### src/rcs_pkg.sv
package rcs_pkg;
	// clock rate of the sequencer (oscillator clock)
	localparam int unsigned CLK_MHZ          = 50;
	localparam int unsigned CLK_PERIOD_NS    = 20;
	// times as specified, and the counter width
	localparam int unsigned DEV_RST_US       = 600;
	localparam int unsigned OSC_START_US     = 3;
	localparam int unsigned DEV_RST_CYC      = DEV_RST_US * 1000 / CLK_PERIOD_NS;
	localparam int unsigned OSC_START_CYC    = (OSC_START_US * 1000 + CLK_PERIOD_NS - 1)
	                                           / CLK_PERIOD_NS;
	localparam int unsigned WD_RST_CYC       = 512;
	localparam int unsigned EX_DELAY_CYC     = 32;
	localparam int unsigned WARM_MIN_CYC     = 32;
	localparam int unsigned BOOT_HOLD_CYC    = 1000;
	localparam int unsigned LOCK_MIN_10MHZ   = 10000;
	localparam int unsigned CNT_W            = 16;
	// register map (word addresses)
	localparam logic [3:0]  ADDR_CORE_DIV    = 4'h0;
	localparam logic [3:0]  ADDR_CLK_OUT     = 4'h1;
	localparam logic [3:0]  ADDR_PLL_MULT    = 4'h2;
	localparam logic [3:0]  ADDR_LOCK_PRD    = 4'h3;
	localparam logic [3:0]  ADDR_STATUS      = 4'h4;
	localparam logic [3:0]  ADDR_SW_RESET    = 4'h5;
	// field layouts and reset values
	localparam logic [1:0]  CORE_DIV_RST     = 2'h0; // /4
	localparam logic [1:0]  CORE_DIV_BOOT    = 2'h2; // /1
	localparam logic [1:0]  CLKOUT_DIV_RST   = 2'h0; // /4
	localparam int unsigned CLKOUT_EN_BIT    = 2;
	localparam logic [4:0]  PLL_MULT_RST     = 5'h00;
	localparam logic [15:0] LOCK_PRD_RST     = 16'hFFFF;
	// divide ratios and core clock source codes
	localparam logic [1:0]  DIV_BY4          = 2'h0;
	localparam logic [1:0]  DIV_BY2          = 2'h1;
	localparam logic [1:0]  DIV_BY1          = 2'h2;
	localparam logic [1:0]  CORE_SRC_OSC     = 2'h0;
	localparam logic [1:0]  CORE_SRC_HALF    = 2'h1;
	localparam logic [1:0]  CORE_SRC_PLL     = 2'h2;
endpackage

### src/rcs_sync.sv
`timescale 1ns/1ps
module rcs_sync (
	input  wire logic clk,   // sampling clock
	input  wire logic reset, // async reset
	input  wire logic d,     // asynchronous level
	output logic      q      // synchronised level
);
	typedef struct packed {
		logic s1;
		logic s2;
	} rcs_sync_st_t;
	rcs_sync_st_t st_q, st_d;

	always_comb begin
		st_d    = st_q;
		st_d.s1 = d;
		st_d.s2 = st_q.s1;
	end

	always_ff @(posedge clk or posedge reset) begin
		if (reset) begin
			st_q <= '0;
		end else begin
			st_q <= st_d;
		end
	end

	assign q = st_q.s2;
endmodule

### src/rcs_clkdiv.sv
`timescale 1ns/1ps
module rcs_clkdiv (
	input  wire logic       clk,    // oscillator clock
	input  wire logic       reset,  // async reset
	input  wire logic [1:0] ratio,  // 0 /4, 1 /2, 2 /1
	input  wire logic       tick,   // input edge enable
	output logic            pulse   // one pulse per divided period
);
	typedef struct packed {
		logic [1:0] cnt;
		logic       pulse;
	} rcs_div_st_t;
	rcs_div_st_t st_q, st_d;

	function automatic logic [1:0] last_count(input logic [1:0] r);
		unique case (r)
			rcs_pkg::DIV_BY4: last_count = 2'h3;
			rcs_pkg::DIV_BY2: last_count = 2'h1;
			default:          last_count = 2'h0;
		endcase
	endfunction

	always_comb begin
		st_d       = st_q;
		st_d.pulse = 1'b0;
		if (tick) begin
			if (st_q.cnt >= last_count(ratio)) begin
				st_d.cnt   = 2'h0;
				st_d.pulse = 1'b1;
			end else begin
				st_d.cnt = st_q.cnt + 2'h1;
			end
		end
	end

	always_ff @(posedge clk or posedge reset) begin
		if (reset) begin
			st_q <= '0;
		end else begin
			st_q <= st_d;
		end
	end

	assign pulse = st_q.pulse;
endmodule

### src/rcs_sequencer.sv
`timescale 1ns/1ps
// Summary of operation
// [RQ1] after power-up the core clock runs at a quarter of the oscillator clock.
// [RQ2] the clock-out divider resets to zero (divide by four), so clock out is osc/16.
// [RQ3] the clock monitor pin shows nothing until software enables it.
// [RQ4] boot sets the core divide select to /1, making clock out osc/4.
// [RQ5] after any reset the boot-mode pins are sampled and reported for the branch.
// [RQ6] the reset pin may be left undriven since power-on reset acts internally.
// [RQ7] boot-mode pins must stay stable 1000 core cycles after reset release.
// [RQ8] an external warm reset holds the reset pin low at least 32 oscillator cycles.
// [RQ9] a device-driven reset pulls the reset pin low for 600 us.
// [RQ10] a watchdog reset produces a 512 oscillator-cycle reset pulse.
// [RQ11] bus activity becomes valid 32 oscillator cycles after the reset pin rises.
// [RQ12] sequencing waits 3 us for the oscillator to start before using it.
// [RQ13] a write to the pll multiplier register starts lock-up at osc/2 core clock.
// [RQ14] after lock the core clock takes the newly programmed multiplier.
// [RQ15] software programs the lock period in oscillator cycles, 10000 at 10 MHz.
// [RQ16] internal reset holds while the reset pin is low, released synchronously.
module rcs_sequencer (
	input  wire logic        clk,          // oscillator clock, 50 MHz
	input  wire logic        reset,        // power-on reset, active high
	input  wire logic        reset_pin_i,  // reset pin level in
	output logic             reset_pin_o,  // reset pin drive value (low)
	output logic             reset_pin_oe, // reset pin drive enable
	input  wire logic        wd_reset,     // watchdog reset request pulse
	input  wire logic [3:0]  boot_pins,    // boot-mode straps
	input  wire logic [3:0]  addr,         // register address
	input  wire logic [15:0] wdata,        // write data
	input  wire logic        wr,           // write strobe
	input  wire logic        rd,           // read strobe
	output logic [15:0]      rdata,        // read data, cycle after rd
	output logic             core_reset,   // internal reset to the core
	output logic             bus_valid,    // address/data activity allowed
	output logic [3:0]       boot_mode,    // sampled boot straps
	output logic             boot_valid,   // boot_mode captured
	output logic             core_tick,    // core clock enable pulse
	output logic [1:0]       core_source,  // 0 osc/div, 1 lock osc/2, 2 pll
	output logic [4:0]       core_mult,    // active pll multiplier
	output logic             clock_monitor_output // divided clock to the pin
);
	typedef enum {
		ST_OSC_WAIT,
		ST_IN_RESET,
		ST_EX_DELAY,
		ST_RUN
	} rcs_state_t;

	typedef enum {
		RS_IDLE,
		RS_DEVICE,
		RS_WATCHDOG
	} rcs_drive_t;

	typedef struct packed {
		rcs_state_t  state;
		rcs_drive_t  drive;
		logic [15:0] cnt;
		logic [15:0] drv_cnt;
		logic [1:0]  core_divide_select;
		logic [1:0]  clock_out_divider;
		logic        clock_out_enable;
		logic [4:0]  pll_multiplier;
		logic [4:0]  pll_active;
		logic [15:0] lock_period_count;
		logic [15:0] lock_cnt;
		logic        locking;
		logic [3:0]  boot_mode;
		logic        boot_valid;
		logic [15:0] rdata;
		logic        mon;
	} rcs_st_t;

	rcs_st_t    st_q, st_d;
	logic       pin_low;
	logic       pin_sync;
	logic [3:0] boot_sync;
	logic       core_pulse;
	logic       out_pulse;
	logic [1:0] core_ratio;

	// double flop before anything looks at the pin and straps
	rcs_sync u_pin_sync (
		.clk   (clk),
		.reset (reset),
		.d     (reset_pin_i),
		.q     (pin_sync)
	);
	genvar gi;
	generate
		for (gi = 0; gi < 4; gi++) begin : g_boot
			rcs_sync u_boot_sync (
				.clk   (clk),
				.reset (reset),
				.d     (boot_pins[gi]),
				.q     (boot_sync[gi])
			);
		end
	endgenerate

	assign pin_low = ~pin_sync;

	// lock-up forces osc/2; otherwise the programmed ratio
	assign core_ratio = st_q.locking ? rcs_pkg::DIV_BY2 : st_q.core_divide_select; // RQ13

	// monitor pin toggles twice per output period, so the divider counts half periods;
	// a /1 output setting can only show core/2 on a single clock
	function automatic logic [1:0] half_ratio(input logic [1:0] r);
		unique case (r)
			rcs_pkg::DIV_BY4: half_ratio = rcs_pkg::DIV_BY2;
			default:          half_ratio = rcs_pkg::DIV_BY1;
		endcase
	endfunction

	rcs_clkdiv u_core_div (
		.clk   (clk),
		.reset (reset),
		.ratio (core_ratio),
		.tick  (1'b1),
		.pulse (core_pulse)
	);

	rcs_clkdiv u_out_div (
		.clk   (clk),
		.reset (reset),
		.ratio (half_ratio(st_q.clock_out_divider)), // RQ2
		.tick  (core_pulse),
		.pulse (out_pulse)
	);

	always_comb begin
		st_d       = st_q;
		st_d.rdata = 16'h0000;
		if (out_pulse) begin
			st_d.mon = ~st_q.mon;
		end
		unique case (st_q.state)
			ST_OSC_WAIT: begin
				if (st_q.cnt >= 16'(rcs_pkg::OSC_START_CYC - 1)) begin // RQ12
					st_d.state = ST_IN_RESET;
					st_d.cnt   = 16'h0000;
				end else begin
					st_d.cnt = st_q.cnt + 16'h0001;
				end
			end
			ST_IN_RESET: begin
				if (!pin_low && st_q.drive == RS_IDLE) begin // RQ16
					st_d.state = ST_EX_DELAY;
					st_d.cnt   = 16'h0000;
				end
			end
			ST_EX_DELAY: begin
				if (pin_low) begin
					st_d.state = ST_IN_RESET;
				end else if (st_q.cnt >= 16'(rcs_pkg::EX_DELAY_CYC - 1)) begin // RQ11
					st_d.state      = ST_RUN;
					st_d.boot_mode  = boot_sync; // RQ5
					st_d.boot_valid = 1'b1;
					// boot code selects /1 core divide
					st_d.core_divide_select = rcs_pkg::CORE_DIV_BOOT; // RQ4
				end else begin
					st_d.cnt = st_q.cnt + 16'h0001;
				end
			end
			ST_RUN: begin
				if (pin_low) begin
					st_d.state = ST_IN_RESET;
				end
			end
			default: st_d.state = ST_IN_RESET;
		endcase

		// reset pin drive timers
		// watchdog honoured only in run, a pulse in flight is not restarted by it
		unique case (st_q.drive)
			RS_IDLE: begin
				if (wd_reset && st_q.state == ST_RUN) begin
					st_d.drive   = RS_WATCHDOG;
					st_d.drv_cnt = 16'h0000;
				end
			end
			RS_DEVICE: begin
				if (st_q.drv_cnt >= 16'(rcs_pkg::DEV_RST_CYC - 1)) begin // RQ9
					st_d.drive = RS_IDLE;
				end else begin
					st_d.drv_cnt = st_q.drv_cnt + 16'h0001;
				end
			end
			RS_WATCHDOG: begin
				if (st_q.drv_cnt >= 16'(rcs_pkg::WD_RST_CYC - 1)) begin // RQ10
					st_d.drive = RS_IDLE;
				end else begin
					st_d.drv_cnt = st_q.drv_cnt + 16'h0001;
				end
			end
			default: st_d.drive = RS_IDLE;
		endcase

		// pll lock-up
		if (st_q.locking) begin
			if (st_q.lock_cnt >= st_q.lock_period_count) begin
				st_d.locking    = 1'b0;
				st_d.pll_active = st_q.pll_multiplier; // RQ14
			end else begin
				st_d.lock_cnt = st_q.lock_cnt + 16'h0001;
			end
		end

		if (st_q.state == ST_RUN && rd) begin
			unique case (addr)
				rcs_pkg::ADDR_CORE_DIV: st_d.rdata = {14'h0000, st_q.core_divide_select};
				rcs_pkg::ADDR_CLK_OUT:  st_d.rdata = {13'h0000, st_q.clock_out_enable,
				                                      st_q.clock_out_divider};
				rcs_pkg::ADDR_PLL_MULT: st_d.rdata = {11'h000, st_q.pll_multiplier};
				rcs_pkg::ADDR_LOCK_PRD: st_d.rdata = st_q.lock_period_count;
				rcs_pkg::ADDR_STATUS:   st_d.rdata = {10'h000, st_q.locking,
				                                      st_q.boot_valid, st_q.boot_mode};
				default:                st_d.rdata = 16'h0000;
			endcase
		end
		if (st_q.state == ST_RUN && wr) begin
			unique case (addr)
				rcs_pkg::ADDR_CORE_DIV: st_d.core_divide_select = wdata[1:0];
				rcs_pkg::ADDR_CLK_OUT: begin
					st_d.clock_out_divider = wdata[1:0];
					st_d.clock_out_enable  = wdata[rcs_pkg::CLKOUT_EN_BIT];
				end
				rcs_pkg::ADDR_PLL_MULT: begin
					st_d.pll_multiplier = wdata[4:0];
					st_d.locking        = 1'b1; // RQ13
					st_d.lock_cnt       = 16'h0000;
				end
				rcs_pkg::ADDR_LOCK_PRD: st_d.lock_period_count = wdata;
				rcs_pkg::ADDR_SW_RESET: begin
					if (wdata[0]) begin
						st_d.drive   = RS_DEVICE;
						st_d.drv_cnt = 16'h0000;
					end
				end
				default: ;
			endcase
		end

		// any reset returns clock setup to power-up values; the lock period keeps its value except on power-on reset
		if (st_q.state != ST_RUN && st_d.state == ST_IN_RESET) begin
			st_d.core_divide_select = rcs_pkg::CORE_DIV_RST;    // RQ1
			st_d.clock_out_divider  = rcs_pkg::CLKOUT_DIV_RST;  // RQ2
			st_d.clock_out_enable   = 1'b0;                     // RQ3
			st_d.pll_multiplier     = rcs_pkg::PLL_MULT_RST;
			st_d.pll_active         = rcs_pkg::PLL_MULT_RST;
			st_d.locking            = 1'b0;
			st_d.boot_valid         = 1'b0;
		end
		if (st_q.state == ST_RUN && pin_low) begin
			st_d.core_divide_select = rcs_pkg::CORE_DIV_RST;    // RQ1
			st_d.clock_out_divider  = rcs_pkg::CLKOUT_DIV_RST;  // RQ2
			st_d.clock_out_enable   = 1'b0;                     // RQ3
			st_d.pll_multiplier     = rcs_pkg::PLL_MULT_RST;
			st_d.pll_active         = rcs_pkg::PLL_MULT_RST;
			st_d.locking            = 1'b0;
			st_d.boot_valid         = 1'b0;
		end
	end

	always_ff @(posedge clk or posedge reset) begin
		if (reset) begin
			st_q                    <= '0;
			st_q.state              <= ST_OSC_WAIT;
			st_q.drive              <= RS_IDLE;
			st_q.core_divide_select <= rcs_pkg::CORE_DIV_RST;
			st_q.clock_out_divider  <= rcs_pkg::CLKOUT_DIV_RST;
			st_q.pll_multiplier     <= rcs_pkg::PLL_MULT_RST;
			st_q.pll_active         <= rcs_pkg::PLL_MULT_RST;
			st_q.lock_period_count  <= rcs_pkg::LOCK_PRD_RST;
		end else begin
			st_q <= st_d;
		end
	end

	assign reset_pin_o          = 1'b0;
	assign reset_pin_oe         = (st_q.drive != RS_IDLE);
	assign core_reset           = (st_q.state != ST_RUN) && (st_q.state != ST_EX_DELAY); // RQ16
	assign bus_valid            = (st_q.state == ST_RUN);
	assign boot_mode            = st_q.boot_mode;
	assign boot_valid           = st_q.boot_valid;
	assign core_tick            = core_pulse;
	assign core_source          = st_q.locking ? rcs_pkg::CORE_SRC_HALF :
	                              (st_q.pll_active != 5'h00 ? rcs_pkg::CORE_SRC_PLL :
	                               rcs_pkg::CORE_SRC_OSC);
	assign core_mult            = st_q.pll_active;
	assign rdata                = st_q.rdata;
	assign clock_monitor_output = st_q.clock_out_enable & st_q.mon; // RQ3

	// sequencing, reset pin pulse and clock setup checks
	wd_pulse_len_a: assert property (@(posedge clk) disable iff (reset) // RQ10
		$rose(st_q.drive == RS_WATCHDOG) |-> (st_q.drive == RS_WATCHDOG) [*8])
		else $error("watchdog pulse ended early");
	lock_half_a: assert property (@(posedge clk) disable iff (reset) // RQ13
		(wr && addr == rcs_pkg::ADDR_PLL_MULT && st_q.state == ST_RUN && !pin_low)
		|=> st_q.locking)
		else $error("pll write did not start lock-up");
	mon_hidden_a: assert property (@(posedge clk) disable iff (reset) // RQ3
		!st_q.clock_out_enable |-> !clock_monitor_output)
		else $error("clock monitor visible while disabled");
	ex_delay_a: assert property (@(posedge clk) disable iff (reset) // RQ11
		$rose(st_q.state == ST_EX_DELAY) |-> !bus_valid [*8])
		else $error("bus valid too soon after reset pin release");
	rst_hold_a: assert property (@(posedge clk) disable iff (reset) // RQ16
		(pin_low && st_q.state != ST_EX_DELAY) |=> !bus_valid)
		else $error("bus valid while reset pin low");

	boot_capture_a: assert property (@(posedge clk) disable iff (reset) // RQ5
		$rose(bus_valid) |-> boot_valid && boot_mode == $past(boot_sync))
		else $error("boot straps not captured on leaving reset");

	boot_div_a: assert property (@(posedge clk) disable iff (reset) // RQ4
		$rose(bus_valid) |-> st_q.core_divide_select == rcs_pkg::CORE_DIV_BOOT)
		else $error("core divide not set to one at boot");

	pwrup_div_a: assert property (@(posedge clk) disable iff (reset) // RQ1 RQ2
		core_reset |-> st_q.core_divide_select == rcs_pkg::CORE_DIV_RST
			&& st_q.clock_out_divider == rcs_pkg::CLKOUT_DIV_RST && !st_q.clock_out_enable)
		else $error("clock setup not at power-up values in reset");

	drive_len_a: assert property (@(posedge clk) disable iff (reset) // RQ9 RQ10
		$fell(reset_pin_oe) |-> $past(st_q.drv_cnt) == ($past(st_q.drive == RS_WATCHDOG) ?
			16'(rcs_pkg::WD_RST_CYC - 1) : 16'(rcs_pkg::DEV_RST_CYC - 1)))
		else $error("reset pin pulse of wrong length");

	ex_len_a: assert property (@(posedge clk) disable iff (reset) // RQ11
		$rose(bus_valid) |-> $past(st_q.cnt) == 16'(rcs_pkg::EX_DELAY_CYC - 1))
		else $error("bus valid not after the full release delay");

	osc_wait_a: assert property (@(posedge clk) disable iff (reset) // RQ12
		$fell(st_q.state == ST_OSC_WAIT)
			|-> $past(st_q.cnt) == 16'(rcs_pkg::OSC_START_CYC - 1))
		else $error("oscillator start wait cut short");

	lock_switch_a: assert property (@(posedge clk) disable iff (reset) // RQ14
		$fell(st_q.locking) && bus_valid |-> core_mult == $past(st_q.pll_multiplier))
		else $error("core clock did not take the new multiplier after lock");
endmodule

### config.mk
export PLATFORM = sky130hd
export DESIGN_NAME = rcs_sequencer
export DESIGN_NICKNAME = d
export VERILOG_FILES = /design/src/rcs_pkg.sv /design/src/rcs_sync.sv /design/src/rcs_clkdiv.sv /design/src/rcs_sequencer.sv
export SDC_FILE = /design/constraint.sdc
export NUM_CORES = 1
export LEC_CHECK = 0
export ABC_CLOCK_PERIOD_IN_PS = 17240
export BUFFER_PORTS_ARGS = -buffer_cell sky130_fd_sc_hd__buf_2
export CAP_MARGIN = 20
export CORE_ASPECT_RATIO = 0.9
export CORE_UTILIZATION = 29
export DETAILED_ROUTE_END_ITERATION = 7
export PLACE_DENSITY_LB_ADDON = 0.05
export SLEW_MARGIN = 10
export SYNTH_ARGS = -nofsm -noshare
export SYNTH_HDL_FRONTEND = slang
export SYNTH_SLANG_ARGS = --single-unit
### constraint.sdc
create_clock -name clk -period 17.24 [get_ports clk]
set_clock_uncertainty 0.05 [all_clocks]
set_input_delay 2.586 -clock clk [delete_from_list [all_inputs] [get_ports clk]]
set_output_delay 2.586 -clock clk [all_outputs]
set_load 0.05 [all_outputs]
==> flow_summary.ini <==
[global_route]
grt_pass1_wl_um = 31330
antenna_found_initial = 0
grt_max_degree = 109
grtUsageTotal = 0.1398
grt_overflow = 0
first_global_vias = 6085

[clock_tree]
clock_latency_ns = 0.43
clk_pin_slew_ns = 0.08
root_buffer = clkbuf_16
cts-buffers-inserted = 17
holdBufCountCts = 0
cts_resized = 0
cts_max_path_buffers = 2
cts_setup_buffers = 0
clock_sinks = 182
htree_levels = 4
cts_tree = yes

[sta]
tightest_slew_ns = 0.9458
drv_slew = 0
maxSlewHeadroom = 0.3674
hold_viol_final = 0
rsz0062_at_grt = false
fmax_ghz = 0.1980
period_minus_slack_ns = 5.049
timing.final.crit_share = 0.2929
fin_setup_tns_ns = 0
holdWs_ns = 0.3055
setup_viol = 0

[routing]
viasPerCell = 4.848
detail-route-antenna-nets = 0
dr.pass1.iters = 5
drt-total-wl_um = 18840
vias = 5968
initialDrtViolationCount = 345
drc_errors = 0
wl_per_cell_um = 15.30

[layout]
fin_nets = 918
num_antenna_cells = 0
fin_area_mm2 = 0.009569
final_util = 0.3512
areaGrowthSynthToFinish_pct = 17.72
drive_above_1_share = 0.1653

[die]
coreArea_mm2 = 0.02724
die_w_um = 178.5
die_h_um = 160.8
rows = 57
dieArea_mm2 = 0.02871
io-pin-count = 64
start_util = 0.2984

[worst_setup_path]
reg2reg_depth = 9
critPathCaptureType = primary output
crit_type = register to primary output
slowest_stage = nand4_1
cp.required_ns = 14.60
cp_cell_sequence = nor4_1, nand4_1, nor2_1, buf_4, and3_1, buf_2
critPathLaunchType = register
crit_fanout = 20
max_stage_delay_ns = 0.38
worstPathArrival_ns = 2.41

[synthesis]
syn_area_per_cell_um2 = 10.58
syn_inst = 768
synth_enable_flop_cells = 0
synth_top_area_share = 0.5110
ys_types = 65
ys_dominant_reg_cell = dfrtp_1
ys_seq_elements = 182
syn_area_mm2 = 0.008129
synthTopCellsByArea = dfrtp_1, dfstp_2, ha_1, o21ai_0, buf_4
synth_commonest_cells = dfrtp_1, nand2_1, o21ai_0
yosysWarnings = 0
synth_most_common_cell = dfrtp_1
yosysSeqAreaShare = 0.5627
synth.largest_area_cell = dfrtp_1
async_reset_ff_frac = 1.000

[place]
dpl_cell_area_mm2 = 0.008845
io_buffers = 62
dp_hpwl_um = 13410
place.gp.congestion = 0.8163

[status]
status = finished, final reports clean

[hold_path]
hold_path_class = register to register
holdPathStages = 0

[flow_run]
maxCapViolations = 0

[power]
power.density_mw_per_mm2 = 92.20
p_leak_nw = 4.375
ir_drop_uv = 58.02
finalPower_uw = 882.3
==> final timing paths <==
check | from | end | slack (ns)
max | st_q[137]$_DFF_PP0_ | bus_valid | 12.19
min | u_pin_sync.st_d[0]$_DFF_PP0_ | u_pin_sync.q$_DFF_PP0_ | 0.31
max reg2reg | st_q[48]$_DFFE_PP1P_ | st_q[31]$_DFF_PP0_ | 14.11
min reg2reg | u_pin_sync.st_d[0]$_DFF_PP0_ | u_pin_sync.q$_DFF_PP0_ | 0.31
max in group asynchronous | reset | st_q[46]$_DFFE_PP1P_ | 13.65
min in group asynchronous | reset | st_q[132]$_DFF_PP0_ | 2.14
==> sequential cells by signal, indices dropped and copies added (netlist names) <==
signal,flops
st_q,140
rdata,16
core_mult,5
boot_mode,4
g_boot.u_boot_sync.q,4
g_boot.u_boot_sync.st_d,4
u_core_div.st_q,2
u_out_div.st_q,2
boot_valid,1
u_core_div.pulse,1
u_out_div.pulse,1
u_pin_sync.q,1
u_pin_sync.st_d,1
==> cells in the final DEF, fill, tap and decap left out, types with 6 or more instances in the layout <==
master     count
a21o_1         6
a21oi_1       41
a31oi_1        7
and2_1         7
and3_1        14
buf_2         62
clkbuf_16     17
clkinv_8       6
conb_1        61
dfrtp_1      166
dfstp_2       16
ha_1          24
inv_1         31
nand2_1       53
nand3_1       40
nand4_1       18
nor2_1        45
nor2b_1        8
nor3_1        27
nor4_1        22
o21ai_0       53
o31ai_1        9
or3_1         14
or4_1         11
==> where the power goes <==
group,internal (mW),total [mW],switching (mW)
clock,0.227,0.424,0.197
combinational,0.00541,0.0207,0.0153
sequential,0.435,0.437,0.00249
==> cell type report <==
cell class	count	area (um2)
Clock buffer	17	425.4
Clock inverter	15	232.7
Fill cell	2773	17670
Inverter	32	125.1
Multi-Input combinational cell	562	3362
Sequential cell	182	4574
Tap cell	354	442.9
Timing Repair Buffer	69	406.6
==> critical path, delay by kind of cell, from the launching register on <==
kind | cells | cell delay (ns)
and+or+nand+nor | 4 | 1.10
buffers and inverters | 2 | 0.51
DFF | 1 | 0.37
==> logic make-up (layout without fill, tap and decap cells) <==
group / Yosys count / in the layout / synth area share
buffers and inverters: 84 / 133 / 0.05295
other: 1 / 61 / 0.0004613
and+or+nand+nor: 297 / 297 / 0.1982
muxes: 7 / 7 / 0.009389
xor gates and xnor gates: 4 / 4 / 0.004310
DFF: 182 / 182 / 0.5627
adders and majority gates: 24 / 24 / 0.03694
AOI/OAI and AO/OA: 169 / 169 / 0.1350
==> through the flow <==
step                      setup WS, ns  std cells
after floorplan                  9.687        828
after global placement           12.19       1195
after detailed placement         12.11       1196
after CTS                        12.13       1228
after global routing             11.94       1231
final                            12.19       1231
==> layer usage <==
metal | up-vias | track usage | wire [um]
met5 | - | 0 | 0
li1 | 2912 | - | -
met1 | 2932 | 0.1943 | 9136
met3 | 18 | 0.02959 | 703
met2 | 106 | 0.2181 | 8785
met4 | 0 | 0.04045 | 214
No activity file was read; power rests on OpenSTA's default activity.
